$ cat src/include/conv_seq_pkg.sv
// constants, field layout and timing tables for the conversion sequencer
// assumes a single 25 MHz clock shared by every user of the package
`default_nettype none

package conv_seq_pkg;

    // clock and time base
    localparam int CLK_PERIOD_NS = 40;
    localparam int US_NS         = 1000;
    localparam int TICK_CYCLES   = (US_NS + CLK_PERIOD_NS - 1) / CLK_PERIOD_NS;
    localparam int DELAY_STEP_MS = 2;
    localparam int DELAY_STEP_US = DELAY_STEP_MS * 1000;
    localparam int TIME_W        = 19;
    localparam int SAMP_W        = 11;

    // register map
    localparam logic [5:0]  ADDR_CONFIG    = 6'h00;
    localparam logic [5:0]  ADDR_SETUP     = 6'h01;
    localparam logic [15:0] SETUP_RESET    = 16'hfb68;
    localparam logic [15:0] CONFIG_RESET   = 16'h0000;
    localparam logic [15:0] CONFIG_RO_ONES = 16'h0010;
    localparam logic [15:0] DELAY_MASK     = 16'h3fc0;

    // field positions
    localparam int SOFT_RST_BIT = 15;
    localparam int DELAY_HI     = 13;
    localparam int DELAY_LO     = 6;
    localparam int MODE_HI      = 15;
    localparam int MODE_LO      = 12;
    localparam int BUS_CT_HI    = 11;
    localparam int BUS_CT_LO    = 9;
    localparam int SHUNT_CT_HI  = 8;
    localparam int SHUNT_CT_LO  = 6;
    localparam int TEMP_CT_HI   = 5;
    localparam int TEMP_CT_LO   = 3;
    localparam int AVG_HI       = 2;
    localparam int AVG_LO       = 0;

    // channel order of a conversion set
    localparam logic [1:0] CH_BUS  = 2'h0;
    localparam logic [1:0] CH_TEMP = 2'h1;
    localparam logic [1:0] CH_CURR = 2'h2;
    localparam logic [1:0] CH_NONE = 2'h3;

    // front end input select
    localparam logic [1:0] SEL_BUS   = 2'h0;
    localparam logic [1:0] SEL_SHUNT = 2'h1;
    localparam logic [1:0] SEL_TEMP  = 2'h2;

    typedef enum logic [1:0] {
        ST_IDLE  = 2'b00,
        ST_DELAY = 2'b01,
        ST_CONV  = 2'b10
    } seq_state_t;

    function automatic logic [12:0] conv_time_us(input logic [2:0] code);
        case (code)
            3'h0:    conv_time_us = 13'h0032;
            3'h1:    conv_time_us = 13'h0054;
            3'h2:    conv_time_us = 13'h0096;
            3'h3:    conv_time_us = 13'h0118;
            3'h4:    conv_time_us = 13'h021c;
            3'h5:    conv_time_us = 13'h041c;
            3'h6:    conv_time_us = 13'h081a;
            default: conv_time_us = 13'h1018;
        endcase
    endfunction : conv_time_us

    function automatic logic [SAMP_W-1:0] avg_samples(input logic [2:0] code);
        case (code)
            3'h0:    avg_samples = 11'h001;
            3'h1:    avg_samples = 11'h004;
            3'h2:    avg_samples = 11'h010;
            3'h3:    avg_samples = 11'h040;
            3'h4:    avg_samples = 11'h080;
            3'h5:    avg_samples = 11'h100;
            3'h6:    avg_samples = 11'h200;
            default: avg_samples = 11'h400;
        endcase
    endfunction : avg_samples

endpackage : conv_seq_pkg

`default_nettype wire

$ cat src/hdl/adc_conversion_sequencer.sv
// converter setup registers and conversion sequencing for a power monitor
// assumes the serial host logic presents one-cycle register strobes and the
// front end follows fe_select while fe_converting is high
`default_nettype none

module adc_conversion_sequencer
    import conv_seq_pkg::*;
#(
    parameter int TICK_CYCLES_P = TICK_CYCLES
) (
    // clock and reset
    input  wire logic        clk,
    input  wire logic        nrst,
    // register port
    input  wire logic        reg_wr,
    input  wire logic        reg_rd,
    input  wire logic [5:0]  reg_addr,
    input  wire logic [15:0] reg_wdata,
    output logic      [15:0] reg_rdata,
    // converter front end
    output logic             fe_converting,
    output logic      [1:0]  fe_select,
    output logic             sample_end,
    // result handling
    output logic             result_load,
    output logic      [1:0]  result_chan,
    output logic             set_done,
    output logic             powered_down
);

    seq_state_t        state_q, state_d;
    logic [15:0]       setup_q, setup_d;
    logic [15:0]       cfg_q, cfg_d;
    logic [15:0]       rdata_q, rdata_d;
    logic              start_q, start_d;
    logic [1:0]        chan_q, chan_d;
    logic              phase_q, phase_d;
    logic [SAMP_W-1:0] samp_q, samp_d;
    logic              conv_q, conv_d;
    logic [1:0]        sel_q, sel_d;
    logic              send_q, send_d;
    logic              load_q, load_d;
    logic [1:0]        rchan_q, rchan_d;
    logic              sdone_q, sdone_d;
    logic              pd_q, pd_d;

    logic              tmr_load;
    logic [TIME_W-1:0] tmr_us;
    logic              tmr_done;
    logic              launch;
    logic [1:0]        launch_ch;
    logic              restart;
    logic [3:0]        mode;
    logic              mode_valid;
    logic              mode_cont;
    logic [2:0]        chan_en;
    logic [SAMP_W-1:0] samp_total;

    // first enabled channel at or after a position in the set
    function automatic logic [1:0] pick_chan(input logic [1:0] from,
                                             input logic [2:0] en);
        pick_chan = CH_NONE;
        for (int i = 2; i >= 0; i--) begin
            if (i >= int'(from) && en[i]) begin
                pick_chan = 2'(i);
            end
        end
    endfunction : pick_chan

    // first interval of one sample on a channel
    function automatic logic [TIME_W-1:0] chan_time(input logic [1:0]  ch,
                                                    input logic [15:0] s);
        logic [12:0] t;
        t = conv_time_us(s[BUS_CT_HI:BUS_CT_LO]);
        if (ch == CH_TEMP) begin
            t = conv_time_us(s[TEMP_CT_HI:TEMP_CT_LO]);
        end else if (ch == CH_CURR) begin
            t = conv_time_us(s[SHUNT_CT_HI:SHUNT_CT_LO]);
        end
        chan_time = TIME_W'(t);
    endfunction : chan_time

    conv_timer #(
        .TICK (TICK_CYCLES_P),
        .TW   (TIME_W)
    ) u_timer (
        .clk     (clk),
        .nrst    (nrst),
        .load    (tmr_load),
        .load_us (tmr_us),
        .done    (tmr_done)
    );

    // mode decode; reserved codes behave as shutdown
    always_comb begin
        mode       = setup_q[MODE_HI:MODE_LO];
        mode_cont  = mode[3];
        mode_valid = mode[2] || (mode[2:0] == 3'h1);
        chan_en    = {mode[1], mode[2], mode[0]};
        samp_total = avg_samples(setup_q[AVG_HI:AVG_LO]);
    end

    always_comb begin
        state_d   = state_q;
        setup_d   = setup_q;
        cfg_d     = cfg_q;
        rdata_d   = rdata_q;
        start_d   = start_q;
        chan_d    = chan_q;
        phase_d   = phase_q;
        samp_d    = samp_q;
        conv_d    = conv_q;
        sel_d     = sel_q;
        send_d    = 1'b0;
        load_d    = 1'b0;
        rchan_d   = rchan_q;
        sdone_d   = 1'b0;
        pd_d      = !mode_valid;
        tmr_load  = 1'b0;
        tmr_us    = '0;
        launch    = 1'b0;
        launch_ch = CH_NONE;
        restart   = 1'b0;

        if (reg_wr) begin
            if (reg_addr == ADDR_CONFIG) begin
                if (reg_wdata[SOFT_RST_BIT]) begin
                    // self-clearing soft reset, never stored
                    setup_d = SETUP_RESET;
                    cfg_d   = CONFIG_RESET;
                    restart = 1'b1;
                end else begin
                    cfg_d = reg_wdata & DELAY_MASK;
                end
            end else if (reg_addr == ADDR_SETUP) begin
                setup_d = reg_wdata;
                restart = 1'b1;
            end
        end

        if (reg_rd) begin
            if (reg_addr == ADDR_CONFIG) begin
                rdata_d = cfg_q | CONFIG_RO_ONES;
            end else if (reg_addr == ADDR_SETUP) begin
                rdata_d = setup_q;
            end else begin
                rdata_d = 16'h0000;
            end
        end

        case (state_q)
            ST_IDLE: begin
                conv_d = 1'b0;
                if (start_q) begin
                    start_d = 1'b0;
                    if (mode_valid) begin
                        state_d  = ST_DELAY;
                        tmr_load = 1'b1;
                        tmr_us   = TIME_W'(TIME_W'(cfg_q[DELAY_HI:DELAY_LO])
                                   * TIME_W'(DELAY_STEP_US));
                    end
                end
            end
            ST_DELAY: begin
                if (tmr_done) begin
                    launch    = 1'b1;
                    launch_ch = pick_chan(CH_BUS, chan_en);
                end
            end
            ST_CONV: begin
                if (tmr_done) begin
                    if (chan_q == CH_CURR && !phase_q) begin
                        // second half of a current sample
                        phase_d  = 1'b1;
                        sel_d    = SEL_TEMP;
                        tmr_load = 1'b1;
                        tmr_us   = chan_time(CH_TEMP, setup_q);
                    end else begin
                        send_d = 1'b1;
                        if (samp_q == samp_total - SAMP_W'(1)) begin
                            load_d    = 1'b1;
                            rchan_d   = chan_q;
                            launch_ch = pick_chan(chan_q + 2'h1, chan_en);
                            if (chan_q == CH_CURR) begin
                                launch_ch = CH_NONE;
                            end
                            if (launch_ch != CH_NONE) begin
                                launch = 1'b1;
                            end else begin
                                sdone_d = 1'b1;
                                if (mode_cont) begin
                                    launch    = 1'b1;
                                    launch_ch = pick_chan(CH_BUS, chan_en);
                                end else begin
                                    state_d = ST_IDLE;
                                    conv_d  = 1'b0;
                                end
                            end
                        end else begin
                            samp_d   = samp_q + SAMP_W'(1);
                            phase_d  = 1'b0;
                            sel_d    = (chan_q == CH_CURR) ? SEL_SHUNT
                                     : (chan_q == CH_TEMP) ? SEL_TEMP
                                     : SEL_BUS;
                            tmr_load = 1'b1;
                            tmr_us   = chan_time(chan_q, setup_q);
                        end
                    end
                end
            end
            default: begin
                state_d = ST_IDLE;
            end
        endcase

        if (launch) begin
            if (launch_ch == CH_NONE) begin
                state_d = ST_IDLE;
                conv_d  = 1'b0;
            end else begin
                state_d  = ST_CONV;
                chan_d   = launch_ch;
                phase_d  = 1'b0;
                samp_d   = '0;
                conv_d   = 1'b1;
                sel_d    = (launch_ch == CH_CURR) ? SEL_SHUNT
                         : (launch_ch == CH_TEMP) ? SEL_TEMP
                         : SEL_BUS;
                tmr_load = 1'b1;
                tmr_us   = chan_time(launch_ch, setup_q);
            end
        end

        // a new mode aborts any set in flight and starts over
        if (restart) begin
            state_d = ST_IDLE;
            start_d = 1'b1;
            conv_d  = 1'b0;
        end
    end

    always_ff @(posedge clk) begin
        if (!nrst) begin
            state_q <= ST_IDLE;
            setup_q <= SETUP_RESET;
            cfg_q   <= CONFIG_RESET;
            rdata_q <= 16'h0000;
            start_q <= 1'b1;
            chan_q  <= CH_BUS;
            phase_q <= 1'b0;
            samp_q  <= '0;
            conv_q  <= 1'b0;
            sel_q   <= SEL_BUS;
            send_q  <= 1'b0;
            load_q  <= 1'b0;
            rchan_q <= CH_BUS;
            sdone_q <= 1'b0;
            pd_q    <= 1'b0;
        end else begin
            state_q <= state_d;
            setup_q <= setup_d;
            cfg_q   <= cfg_d;
            rdata_q <= rdata_d;
            start_q <= start_d;
            chan_q  <= chan_d;
            phase_q <= phase_d;
            samp_q  <= samp_d;
            conv_q  <= conv_d;
            sel_q   <= sel_d;
            send_q  <= send_d;
            load_q  <= load_d;
            rchan_q <= rchan_d;
            sdone_q <= sdone_d;
            pd_q    <= pd_d;
        end
    end

    assign reg_rdata     = rdata_q;
    assign fe_converting = conv_q;
    assign fe_select     = sel_q;
    assign sample_end    = send_q;
    assign result_load   = load_q;
    assign result_chan   = rchan_q;
    assign set_done      = sdone_q;
    assign powered_down  = pd_q;

endmodule : adc_conversion_sequencer

`default_nettype wire

$ cat src/hdl/conv_timer.sv
// microsecond down-counter used for start delay and conversion intervals
// assumes load is a one-cycle pulse from logic on the same clock
`default_nettype none

module conv_timer #(
    parameter int TICK = 25,
    parameter int TW   = 19
) (
    // clock and reset
    input  wire logic          clk,
    input  wire logic          nrst,
    // control
    input  wire logic          load,
    input  wire logic [TW-1:0] load_us,
    // status
    output logic               done
);
    localparam int DIV_W = (TICK > 1) ? $clog2(TICK) : 1;

    logic [DIV_W-1:0] div_q, div_d;
    logic [TW-1:0]    cnt_q, cnt_d;
    logic             busy_q, busy_d;
    logic             done_q, done_d;

    always_comb begin
        div_d  = div_q;
        cnt_d  = cnt_q;
        busy_d = busy_q;
        done_d = 1'b0;
        if (load) begin
            // divider restarts so every interval is whole microseconds
            cnt_d  = load_us;
            div_d  = '0;
            busy_d = 1'b1;
        end else if (busy_q) begin
            if (cnt_q == '0) begin
                done_d = 1'b1;
                busy_d = 1'b0;
            end else if (div_q == DIV_W'(TICK - 1)) begin
                div_d = '0;
                cnt_d = cnt_q - TW'(1);
            end else begin
                div_d = div_q + DIV_W'(1);
            end
        end
    end

    always_ff @(posedge clk) begin
        if (!nrst) begin
            div_q  <= '0;
            cnt_q  <= '0;
            busy_q <= 1'b0;
            done_q <= 1'b0;
        end else begin
            div_q  <= div_d;
            cnt_q  <= cnt_d;
            busy_q <= busy_d;
            done_q <= done_d;
        end
    end

    assign done = done_q;

endmodule : conv_timer

`default_nettype wire

$ cat config.mk
export PLATFORM = sky130hd
export DESIGN_NAME = adc_conversion_sequencer
export DESIGN_NICKNAME = d
export VERILOG_FILES = /design/src/include/conv_seq_pkg.sv /design/src/hdl/adc_conversion_sequencer.sv /design/src/hdl/conv_timer.sv
export SDC_FILE = /design/constraint.sdc
export NUM_CORES = 1
export LEC_CHECK = 0
export ABC_AREA = 0
export BUFFER_PORTS_ARGS = -buffer_cell sky130_fd_sc_hd__clkbuf_2
export CAP_MARGIN = 20
export CORE_ASPECT_RATIO = 0.8
export CORE_MARGIN = 8
export CORE_UTILIZATION = 55
export CTS_CLUSTER_DIAMETER = 40
export DETAILED_ROUTE_END_ITERATION = 6
export PLACE_DENSITY = 0.74
export RECOVER_POWER = 25
export SKIP_CTS_REPAIR_TIMING = 1
export SLEW_MARGIN = 20
export SYNTH_ARGS = -nofsm -noshare
export SYNTH_HDL_FRONTEND = slang
export SYNTH_SLANG_ARGS = --single-unit
$ cat constraint.sdc
create_clock -name clk -period 7 [get_ports clk]
set_clock_uncertainty 0.1 [all_clocks]
set_input_delay 0 -clock clk [delete_from_list [all_inputs] [get_ports clk]]
set_output_delay 0 -clock clk [all_outputs]
set_load 0.01 [all_outputs]
# After elaboration in Yosys (flattened, before gate mapping)
# Cells that the tools add are included.
# totals
reg_bits,100
output_inout_bits,25
# op_classes
n_mux,111
n_reduce_logical,32
bitwise,8
n_addsub,5
eq_ne,46
multipliers,1
n_lt_le_gt_ge,3
# op_table
cell,count
case mux 13 bit (7 select lines),3
two-way mux 19 bit,8
two-way mux 13 bit,7
two-way mux 16 bit,5
case mux 11 bit (7 select lines),1
two-way mux 2 bit,34
two-way mux 11 bit,6
two-way mux 1 bit,39
case mux 19 bit (2 select lines),1
"equality test 3 bit, second input constant",12
"equality test 3 x 2 -> 1 bit, second input constant",8
zero test 19 bit,1
"subtractor 19 x 1 -> 19 bit, second input constant",1
"inequality test 3 bit, second input constant",6
"equality test 3 x 1 -> 1 bit, second input constant",5
"multiplier 8 x 7 -> 15 bit, second input constant",1
two-way mux 14 bit,1
zero test 3 bit,4
"adder 11 x 1 -> 11 bit, second input constant",1
equality test 11 bit,1
"subtractor 11 x 1 -> 11 bit, second input constant",1
AND reduction 3 bit,3
"equality test 2 bit, second input constant",4
"inequality test 2 bit, second input constant",4
other kinds (28),49

# Longest topological paths before layout
# Gate-level depths: netlist of run 1.
# depth
word_depth,23
depth_mapped,16
ltp_nobuf,16

# By module
# A second synthesis of run 1 with hierarchy kept.
# hier_totals
cells_unflattened,843
area_unflattened_um2,6809.0
# by_module_without_submodules
mod,instances,area_each_um2,cells_per_inst
adc_conversion_sequencer,1,5305.1,674
conv_timer,1,1503.9,169

# Worst setup path after synthesis of run 1
# Ideal clock, no wire load.
# synth_timing
path_type,register to register
start,reg cfg_q[6]
end,reg u_timer.cnt_q[18]
required_time_ps,6830
setup_time_ps,70
arrival_time_ps,4087
n_path_buf,0
period_less_slack_ps,4258
setup_slack_ps,2742
path_stages_with_launch,16
cell_sequence,dfxtp_1 fa_1 inv_1 fa_1 fa_1 fa_1 inv_1 ha_1 inv_1 o21ai_0 a2111o_1 a41oi_1 o21ai_0 xnor2_1 nand2_1 a21oi_1
# synth_via
elab_chain_len,7
# synth_lines
item,line_no,source
"start, declared",adc_conversion_sequencer.sv:33,"logic [15:0] cfg_q, cfg_d;"
"start signal, assigned",adc_conversion_sequencer.sv:262,cfg_q <= cfg_d;
multiplier 8 x 7 -> 15 bit (*),adc_conversion_sequencer.sv:160,* TIME_W'(DELAY_STEP_US));
two-way mux 19 bit (*),adc_conversion_sequencer.sv:156,if (mode_valid) begin
two-way mux 19 bit (*),adc_conversion_sequencer.sv:154,if (start_q) begin
case mux 19 bit (2 select lines) (*),adc_conversion_sequencer.sv:151,case (state_q)
two-way mux 19 bit,adc_conversion_sequencer.sv:217,if (launch_ch == CH_NONE) begin
two-way mux 19 bit (*),adc_conversion_sequencer.sv:216,if (launch) begin
two-way mux 19 bit (*),conv_timer.sv:30,if (load) begin
"end signal, assigned",conv_timer.sv:56,cnt_q <= cnt_d;
"end, declared",conv_timer.sv:21,"logic [TW-1:0] cnt_q, cnt_d;"
# Every way passes the cells marked *; elsewhere a longest branch is shown, timed or not.
# A chain may end at the register's enable or synchronous reset.

# Worst setup path after layout of run 1
# Same ends and word-level chain as after synthesis.

==> results of run 1 <==
[flip-flops by register name, summed over array words and instances (netlist names), 5 cells and up]
name,cells
cfg_q,8
u_timer.cnt_q,19
u_timer.div_q,5
samp_q,11
reg_rdata,16
setup_q,16
[tightest hold or removal path: cells and delay by family]
kind | cells | cell delay, ns
buffers and inverters | 1 | 0.07
AOI/OAI and AO/OA | 1 | 0.06
and+or+nand+nor | 2 | 0.30
[synthesized netlist by cell type, drive strengths merged, types with 10 or more instances]
cell / number
nand2: 72
ha: 47
nand3b: 10
nand3: 32
o22a: 10
o21ai: 26
nor4: 11
a31oi: 11
xnor2: 21
o22ai: 12
nand2b: 20
nand4: 11
clkbuf: 33
nor2b: 20
nor2: 77
fa: 22
inv: 57
xor2: 16
a21oi: 68
nor3: 27
dfxtp: 92
mux2i: 10
[where the power goes]
part	switching (uW)	total [uW]	internal, uW
clock	243	498	254
sequential	18.2	557	539
combinational	170	274	104
total	431	1330	897
[final cells by class]
class | instances | area (um2) | share of cell area [%]
flip-flops and latches | 92 | 1840 | 25.0
multi-input cells | 626 | 4410 | 59.8
repair buffers | 69 | 404 | 5.48
inverters | 58 | 218 | 2.95
well taps | 152 | 190 | 2.58
clock buffers | 9 | 225 | 3.06
clock inverters | 7 | 81.3 | 1.10
[stage by stage]
stage	std cells	total power [uW]
after global routing	1013	1380
after detailed placement	980	827
after CTS	996	1320
after global placement	980	822
final	1013	1330
after floorplan	818	765
[path summary, 6_finish.rpt]
| kind | to | startpoint | depth (start not counted) |
|---|---|---|---|
| worst max register to register | u_timer.cnt_q[18] | cfg_q[6] | 15 |
| worst max-delay path | u_timer.cnt_q[18] | cfg_q[6] | 15 |
| worst min-delay path | reg_rdata[4] | reg_addr[1] | 4 |
| worst min register to register | reg_rdata[10] | reg_rdata[10] | 2 |
[cells by family after synthesis]
family	share of synthesized area (%)
compound gates	20.8
xor+xnor	4.87
fa+ha+maj	15.5
buf+inv	6.05
flops	27.7
mux	2.18
simple gates	23.0
[metal layers]
layer,track usage [%],vias up
li1,-,2973
met1,32.9,3021
met2,36.1,290
met3,5.79,34
met4,5.98,0
met5,0,-
==> flow_metrics.py, run 1 <==
metrics = {
    "power": {
        "leakage_uw": 0.00303,
        "powerDensity_nw_per_um2": 180,
        "peakVddDrop_v": 0.000211,
    },
    "placement": {
        "place_area_um2": 6920,
        "place_ws_ns": 2.41,
        "dp.final_hpwl_um": 14100,
        "gp_congestion": 0.912,
        "port_buffers": 50,
    },
    "sta": {
        "setup_tns_ns": 0,
        "relSlewSlack_pct": 37.1,
        "tightest_slew_ns": 0.940,
        "worst_slack_ns": 2.43,
        "post-route-period-util_pct": 65.3,
        "hold_viol_final": 0,
        "maxSlewViolCount": 0,
        "period_minus_slack_ns": 4.57,
        "worst_hold_slack_ns": 0.0317,
        "setup_viol": 0,
        "rsz0062_at_grt": "no",
        "fmax_mhz": 219,
    },
    "yosys": {
        "synth_cell_types": 76,
        "syn-cell-area_um2": 6650,
        "yosys-top-cells-area": "dfxtp_1, ha_1, fa_1",
        "syn_inst": 818,
        "synth_edf_count": 0,
        "synth_nets": 913,
        "yosys.area.top_type": "dfxtp_1",
        "seq_area_frac_synth_pct": 27.7,
        "synth_ff_type": "dfxtp_1",
        "yosys_warnings": 0,
        "ys_ff_latch": 92,
        "synth-async-reset-ratio_pct": 0,
        "synth_top_area_share_pct": 27.7,
        "syn_avg_cell_area_um2": 8.13,
    },
    "detailed_routing": {
        "route.detailed.drc": 0,
        "dr.pass1.iters": 5,
        "viasPerCell": 6.24,
        "ant_nets": 0,
        "wl_um": 19100,
        "wl_per_cell_um": 18.9,
        "wl_met2_um": 8230,
        "drt_iter0_markers": 650,
        "wl_met1_um": 9030,
        "top_layer_used": "met4",
        "via_count": 6318,
        "wl_met3_um": 1600,
    },
    "clocking": {
        "clock-sinks": 92,
        "clockBufferDepth": 2,
        "cts_root_buf": "clkbuf_16",
        "cts_buffers": 9,
        "cts_tree": "built",
        "htree_levels": 3,
        "path_clk_slew_ns": 0.08,
        "clk_latency_ns": 0.35,
    },
    "global_route": {
        "antenna_found_initial": 0,
        "grt_max_degree": 42,
        "grt_pass1_vias": 5950,
        "grt_usage_pct": 23.7,
        "grt_pass1_wl_um": 30600,
        "grt_overflow": 0,
    },
    "layout": {
        "fillers": 1055,
        "nets": 951,
        "final_area_um2": 7370,
        "area_growth_pct": 10.8,
        "layout-drive-gt1-share_pct": 7.08,
        "layout_common_cells": "dfxtp_1, nor2_1, nand2_1",
        "final_common_cell": "dfxtp_1",
        "antenna_cells": 0,
        "post-route-util_pct": 61.5,
    },
    "worst_setup_path": {
        "cp.arrival_ns": 4.76,
        "cp_max_fo": 7,
        "rrSetupSlack_ns": 2.43,
        "cp.required_ns": 7.18,
        "critPathMostFrequentCell": "fa_1",
        "start_kind": "flop",
        "slowest_stage": "fa_1",
        "path_class": "reg2reg",
        "path_delay_family": "adder cells",
        "crit_chain": "fa_1 -> inv_1 -> fa_1 -> fa_1 -> fa_1 -> inv_1 -> ha_1 -> inv_1 -> o21ai_0 -> a2111o_1 -> a41oi_1 -> o21ai_0 -> xnor2_1 -> nand2_1 -> a21oi_1",
        "path_buf_inv": 3,
        "endpoint_kind": "flop",
        "max_stage_delay_ns": 0.59,
    },
    "run_status": {
        "status": "completed",
    },
    "floorplanning": {
        "die-width_um": 139,
        "row_count": 36,
        "die_h_um": 114,
        "core_um2": 12000,
        "start_util_pct": 55.5,
        "io-pin-count": 51,
        "die_area_um2": 15900,
    },
    "min_path": {
        "hp-class": "in2reg",
    },
    "flow_run": {
        "max-cap-violations": 0,
    },
}
No activity file was read; power rests on OpenSTA's default activity.
==> inputs of run 2 (changes only) <==
Clock period 7 ns to 4.7 ns, I/O delays scaled along.
==> run 2 against run 1 <==
Setup slack lost 2.1 ns. Sequential cell count is the same. Maximum frequency grew 3.4%. Total power grew 52%. Clock power grew 58%. Sequential power grew 49%. Worst hold slack gained 0.019 ns. Final cell count grew 0.49%. Critical path depth is the same. Critical path type unchanged. Highest routed layer unchanged.
==> flow_metrics.py, run 2 (synthesis results as in run 1) <==
metrics = {
    "run_status": {
        "status": "completed",
    },
    "clocking": {
        "cts_tree": "built",
        "cts_root_buf": "clkbuf_16",
        "clock-sinks": 92,
        "htree_levels": 3,
        "cts_buffers": 9,
        "clk_latency_ns": 0.35,
        "clockBufferDepth": 2,
        "path_clk_slew_ns": 0.08,
    },
    "min_path": {
        "hold_depth": 4,
        "hp-class": "in2reg",
    },
    "power": {
        "powerDensity_nw_per_um2": 272,
        "peakVddDrop_v": 0.000208,
        "leakage_uw": 0.00306,
    },
    "sta": {
        "worst_hold_slack_ns": 0.0503,
        "relSlewSlack_pct": 27.3,
        "tightest_slew_ns": 1.09,
        "hold_viol_final": 0,
        "rsz0062_at_grt": "no",
        "period_minus_slack_ns": 4.42,
        "fmax_mhz": 226,
        "setup_tns_ns": 0,
        "maxSlewViolCount": 0,
        "post-route-period-util_pct": 94.1,
        "setup_viol": 0,
        "worst_slack_ns": 0.277,
    },
    "detailed_routing": {
        "viasPerCell": 6.15,
        "route.detailed.drc": 0,
        "wl_um": 18900,
        "drt_iter0_markers": 575,
        "via_count": 6259,
        "dr.pass1.iters": 6,
        "wl_per_cell_um": 18.5,
        "ant_nets": 0,
    },
    "placement": {
        "port_buffers": 50,
        "dp.cells": 985,
        "gp_congestion": 0.939,
        "place_area_um2": 6960,
        "place_ws_ns": 0.189,
        "dp.final_hpwl_um": 14000,
    },
    "worst_setup_path": {
        "crit_chain": "fa_1 -> inv_1 -> fa_1 -> fa_1 -> fa_1 -> inv_1 -> ha_1 -> inv_1 -> o21ai_0 -> a2111o_1 -> a41oi_2 -> o21ai_0 -> xnor2_1 -> nand2_1 -> a21oi_1",
        "endpoint_kind": "flop",
        "critPathMostFrequentCell": "fa_1",
        "start_kind": "flop",
        "cp_max_fo": 6,
        "slowest_stage": "fa_1",
        "cp.arrival_ns": 4.61,
        "cp.required_ns": 4.89,
        "path_class": "reg2reg",
        "max_stage_delay_ns": 0.55,
        "r2r_cells": 15,
    },
    "global_route": {
        "grt_pass1_vias": 5900,
        "grt_overflow": 0,
        "grt_usage_pct": 23.6,
        "grt_pass1_wl_um": 30700,
        "grt_max_degree": 27,
        "antenna_found_initial": 0,
    },
    "layout": {
        "largest-register": "u_timer.cnt_q",
        "final_common_cell": "dfxtp_1",
        "nets": 956,
        "final_area_um2": 7430,
        "fin_cells": 1018,
        "area_growth_pct": 11.7,
        "layout-drive-gt1-share_pct": 8.08,
        "largest_register_ffs": 19,
        "fillers": 1039,
        "antenna_cells": 0,
        "layout_common_cells": "dfxtp_1, nor2_1, nand2_1",
    },
    "flow_run": {
        "max-cap-violations": 0,
    },
    "floorplanning": {
        "die-width_um": 139,
        "start_util_pct": 55.5,
        "die_h_um": 114,
        "io-pin-count": 51,
        "core_um2": 12000,
        "row_count": 36,
        "die_area_um2": 15900,
    },
}
==> run 2: cell count changes in the layout (fill, tap and decap cells not counted), sizes merged <==
cell	change
clkinv	-4
buf	+5
bufinv	+1
clkinvlp	+2
inv	+1
==> run 2: final cells by class <==
cell class	instances	area, um2	area share (%)
Tap cell	152	190	2.56
Timing Repair Buffer	74	440	5.93
Multi-Input combinational cell	626	4420	59.5
Sequential cell	92	1850	24.8
Inverter	58	218	2.93
Clock inverter	7	92.6	1.25
Clock buffer	9	225	3.03
==> run 2: final timing paths <==
path	endpoint	startpoint	slack [ns]
min reg2reg	reg_rdata[12]	reg_rdata[12]	0.38
max	u_timer.cnt_q[18]	cfg_q[7]	0.28
max reg2reg	u_timer.cnt_q[18]	cfg_q[7]	0.28
min	reg_rdata[10]	reg_addr[1]	0.05
==> run 2: critical path, delay by kind of cell (launching register included) <==
kind / cells / cell delay, ns
adder cells (fa/ha/maj): 5 / 2.38
AND/OR/NAND/NOR: 1 / 0.07
buffers and inverters: 3 / 0.16
flip-flops: 1 / 0.36
XOR/XNOR: 1 / 0.20
AO/OA/AOI/OAI: 5 / 1.09
==> run 2: per-stage QoR <==
stage | util (%) | total power [uW]
detailed placement | 58.1 | 1230
floorplan | - | 1140
global route | 62.0 | 2100
finish | 62.0 | 2020
global placement | 58.1 | 1230
CTS | 60.8 | 2010
==> run 2: per-layer routing <==
| layer | track usage, % | share of wire, % |
|---|---|---|
| met1 | 32.8 | 48 |
| met5 | 0 | 0 |
| met4 | 6.42 | 1.1 |
| met2 | 36.8 | 44 |
| met3 | 4.42 | 7.6 |
==> run 2: where the power goes <==
part / leakage [uW] / total [uW] / switching [uW] / internal [uW]
logic: 0.00216 / 407 / 247 / 160
clock network: 0.000149 / 785 / 358 / 427
registers: 0.000745 / 829 / 26.3 / 802
total: 0.00306 / 2020 / 631 / 1390
==> inputs of run 3 (changes only) <==
Settings changed: CORE_UTILIZATION 55 to 30, PLACE_DENSITY 0.74 to unset.
==> run 3 against run 2 <==
Register-to-register slack better by 0.04 ns. Clock power up 2%. Die area up 71%. Sequential cell count stayed put. Via count is 2.9% lower. Sequential power barely moved. Non-clock buffer count stayed put. Global-route usage fell by 9.7 points. Total power grew 0.69%. Clock-buffer cell count stayed put. Critical path depth did not move.
==> flow_metrics.py, run 3 (synthesis results as in run 1) <==
metrics = {
    "layout": {
        "layout-drive-gt1-share_pct": 8.08,
        "largest_register_ffs": 19,
        "post-route-util_pct": 35.1,
        "nets": 956,
        "largest-register": "u_timer.cnt_q",
        "area_growth_pct": 14.5,
        "antenna_cells": 0,
        "layout_common_cells": "dfxtp_1, nor2_1, nand2_1",
        "final_area_um2": 7620,
        "final_common_cell": "dfxtp_1",
    },
    "clocking": {
        "clk_latency_ns": 0.37,
        "cts_root_buf": "clkbuf_16",
        "clock-sinks": 92,
        "cts_tree": "built",
        "htree_levels": 3,
        "cts_buffers": 9,
        "path_clk_slew_ns": 0.08,
        "clockBufferDepth": 2,
    },
    "detailed_routing": {
        "drt_iter0_markers": 594,
        "wl_um": 19000,
        "wl_per_cell_um": 16.3,
        "viasPerCell": 5.21,
        "route.detailed.drc": 0,
        "dr.pass1.iters": 6,
        "via_count": 6080,
        "ant_nets": 0,
    },
    "sta": {
        "rsz0062_at_grt": "no",
        "setup_viol": 0,
        "hold_viol_final": 0,
        "fmax_mhz": 228,
        "tightest_slew_ns": 1.05,
        "relSlewSlack_pct": 29.7,
        "post-route-period-util_pct": 93.3,
        "maxSlewViolCount": 0,
        "period_minus_slack_ns": 4.39,
        "worst_slack_ns": 0.314,
        "setup_tns_ns": 0,
    },
    "global_route": {
        "grt_pass1_vias": 5513,
        "grt_use_met1_pct": 21.2,
        "grt_max_degree": 34,
        "met2_usage_pct": 18.9,
        "use_met3_pct": 3.63,
        "grt_overflow": 0,
        "grt_usage_pct": 13.9,
        "antenna_found_initial": 0,
        "grt_pass1_wl_um": 30500,
        "busiest_layer": "met1",
    },
    "placement": {
        "gp_congestion": 0.924,
        "dp.final_hpwl_um": 14000,
        "port_buffers": 50,
        "place_ws_ns": 0.223,
        "place_area_um2": 7150,
    },
    "power": {
        "powerDensity_nw_per_um2": 267,
        "leakage_uw": 0.00306,
        "peakVddDrop_v": 0.000168,
        "p_total_uw": 2030,
    },
    "min_path": {
        "hp-class": "in2reg",
        "min-delay-start": "reg_addr[1]",
    },
    "worst_setup_path": {
        "path_class": "reg2reg",
        "r2r-start": "cfg_q[7]",
        "cp.required_ns": 4.90,
        "cp.arrival_ns": 4.59,
        "endpoint_kind": "flop",
        "start_kind": "flop",
        "setup.worst_path.start": "cfg_q[7]",
        "cp_max_fo": 6,
    },
    "floorplanning": {
        "start_util_pct": 30.7,
        "die-width_um": 183,
        "die_area_um2": 27200,
        "core_um2": 21700,
        "row_count": 48,
        "die_h_um": 149,
        "io-pin-count": 51,
    },
    "flow_run": {
        "max-cap-violations": 0,
    },
    "run_status": {
        "status": "completed",
    },
}
==> run 3: cell counts in the layout (fill, tap and decap cells not counted) <==
Identical to the previous run, type by type.
==> run 3: per-layer routing <==
metal / up-vias / routed length, um
met5: - / 0
li1: 2986 / -
met1: 2854 / 9810
met3: 15 / 1410
met4: 0 / 171
met2: 225 / 7580
==> run 3: worst max-delay path, cell delays in order (launching register included) <==
cell	delay, ns
dfxtp_2	0.36
fa_1	0.55
inv_1	0.07
fa_1	0.47
fa_1	0.52
fa_1	0.53
inv_1	0.04
ha_1	0.32
inv_1	0.06
o21ai_0	0.11
a2111o_1	0.46
a41oi_2	0.22
o21ai_0	0.14
xnor2_1	0.17
nand2_1	0.07
a21oi_1	0.14
==> run 3: area by class of cell <==
type	instances	area (um2)
repair buffers	74	440
clock buffers	9	225
fillers	2256	14100
well taps	300	375
multi-input cells	626	4420
inverters	58	218
flip-flops and latches	92	1850
clock inverters	7	92.6
==> run 3: path summary, 6_finish.rpt <==
check / end / depth (start not counted) / slack [ns]
worst min register to register: reg_rdata[9] / 2 / 0.37
worst min-delay path: reg_rdata[7] / 4 / 0.03
worst max-delay path: u_timer.cnt_q[18] / 15 / 0.31
worst max register to register: u_timer.cnt_q[18] / 15 / 0.31
==> run 3: where the power goes <==
part           internal, uW  leakage, uW  switching (uW)
Combinational           161      0.00216             248
Clock                   427     0.000149             371
Sequential              802     0.000745            25.9
Total                  1390      0.00306             645
==> run 3: through the flow <==
| step | hold WS (ns) | instances |
|---|---|---|
| floorplan | 0.0330 | 818 |
| global placement | 0.135 | 1133 |
| detailed placement | 0.124 | 1133 |
| CTS | -0.255 | 1149 |
| global route | 0.0754 | 1166 |
| finish | 0.0263 | 1166 |
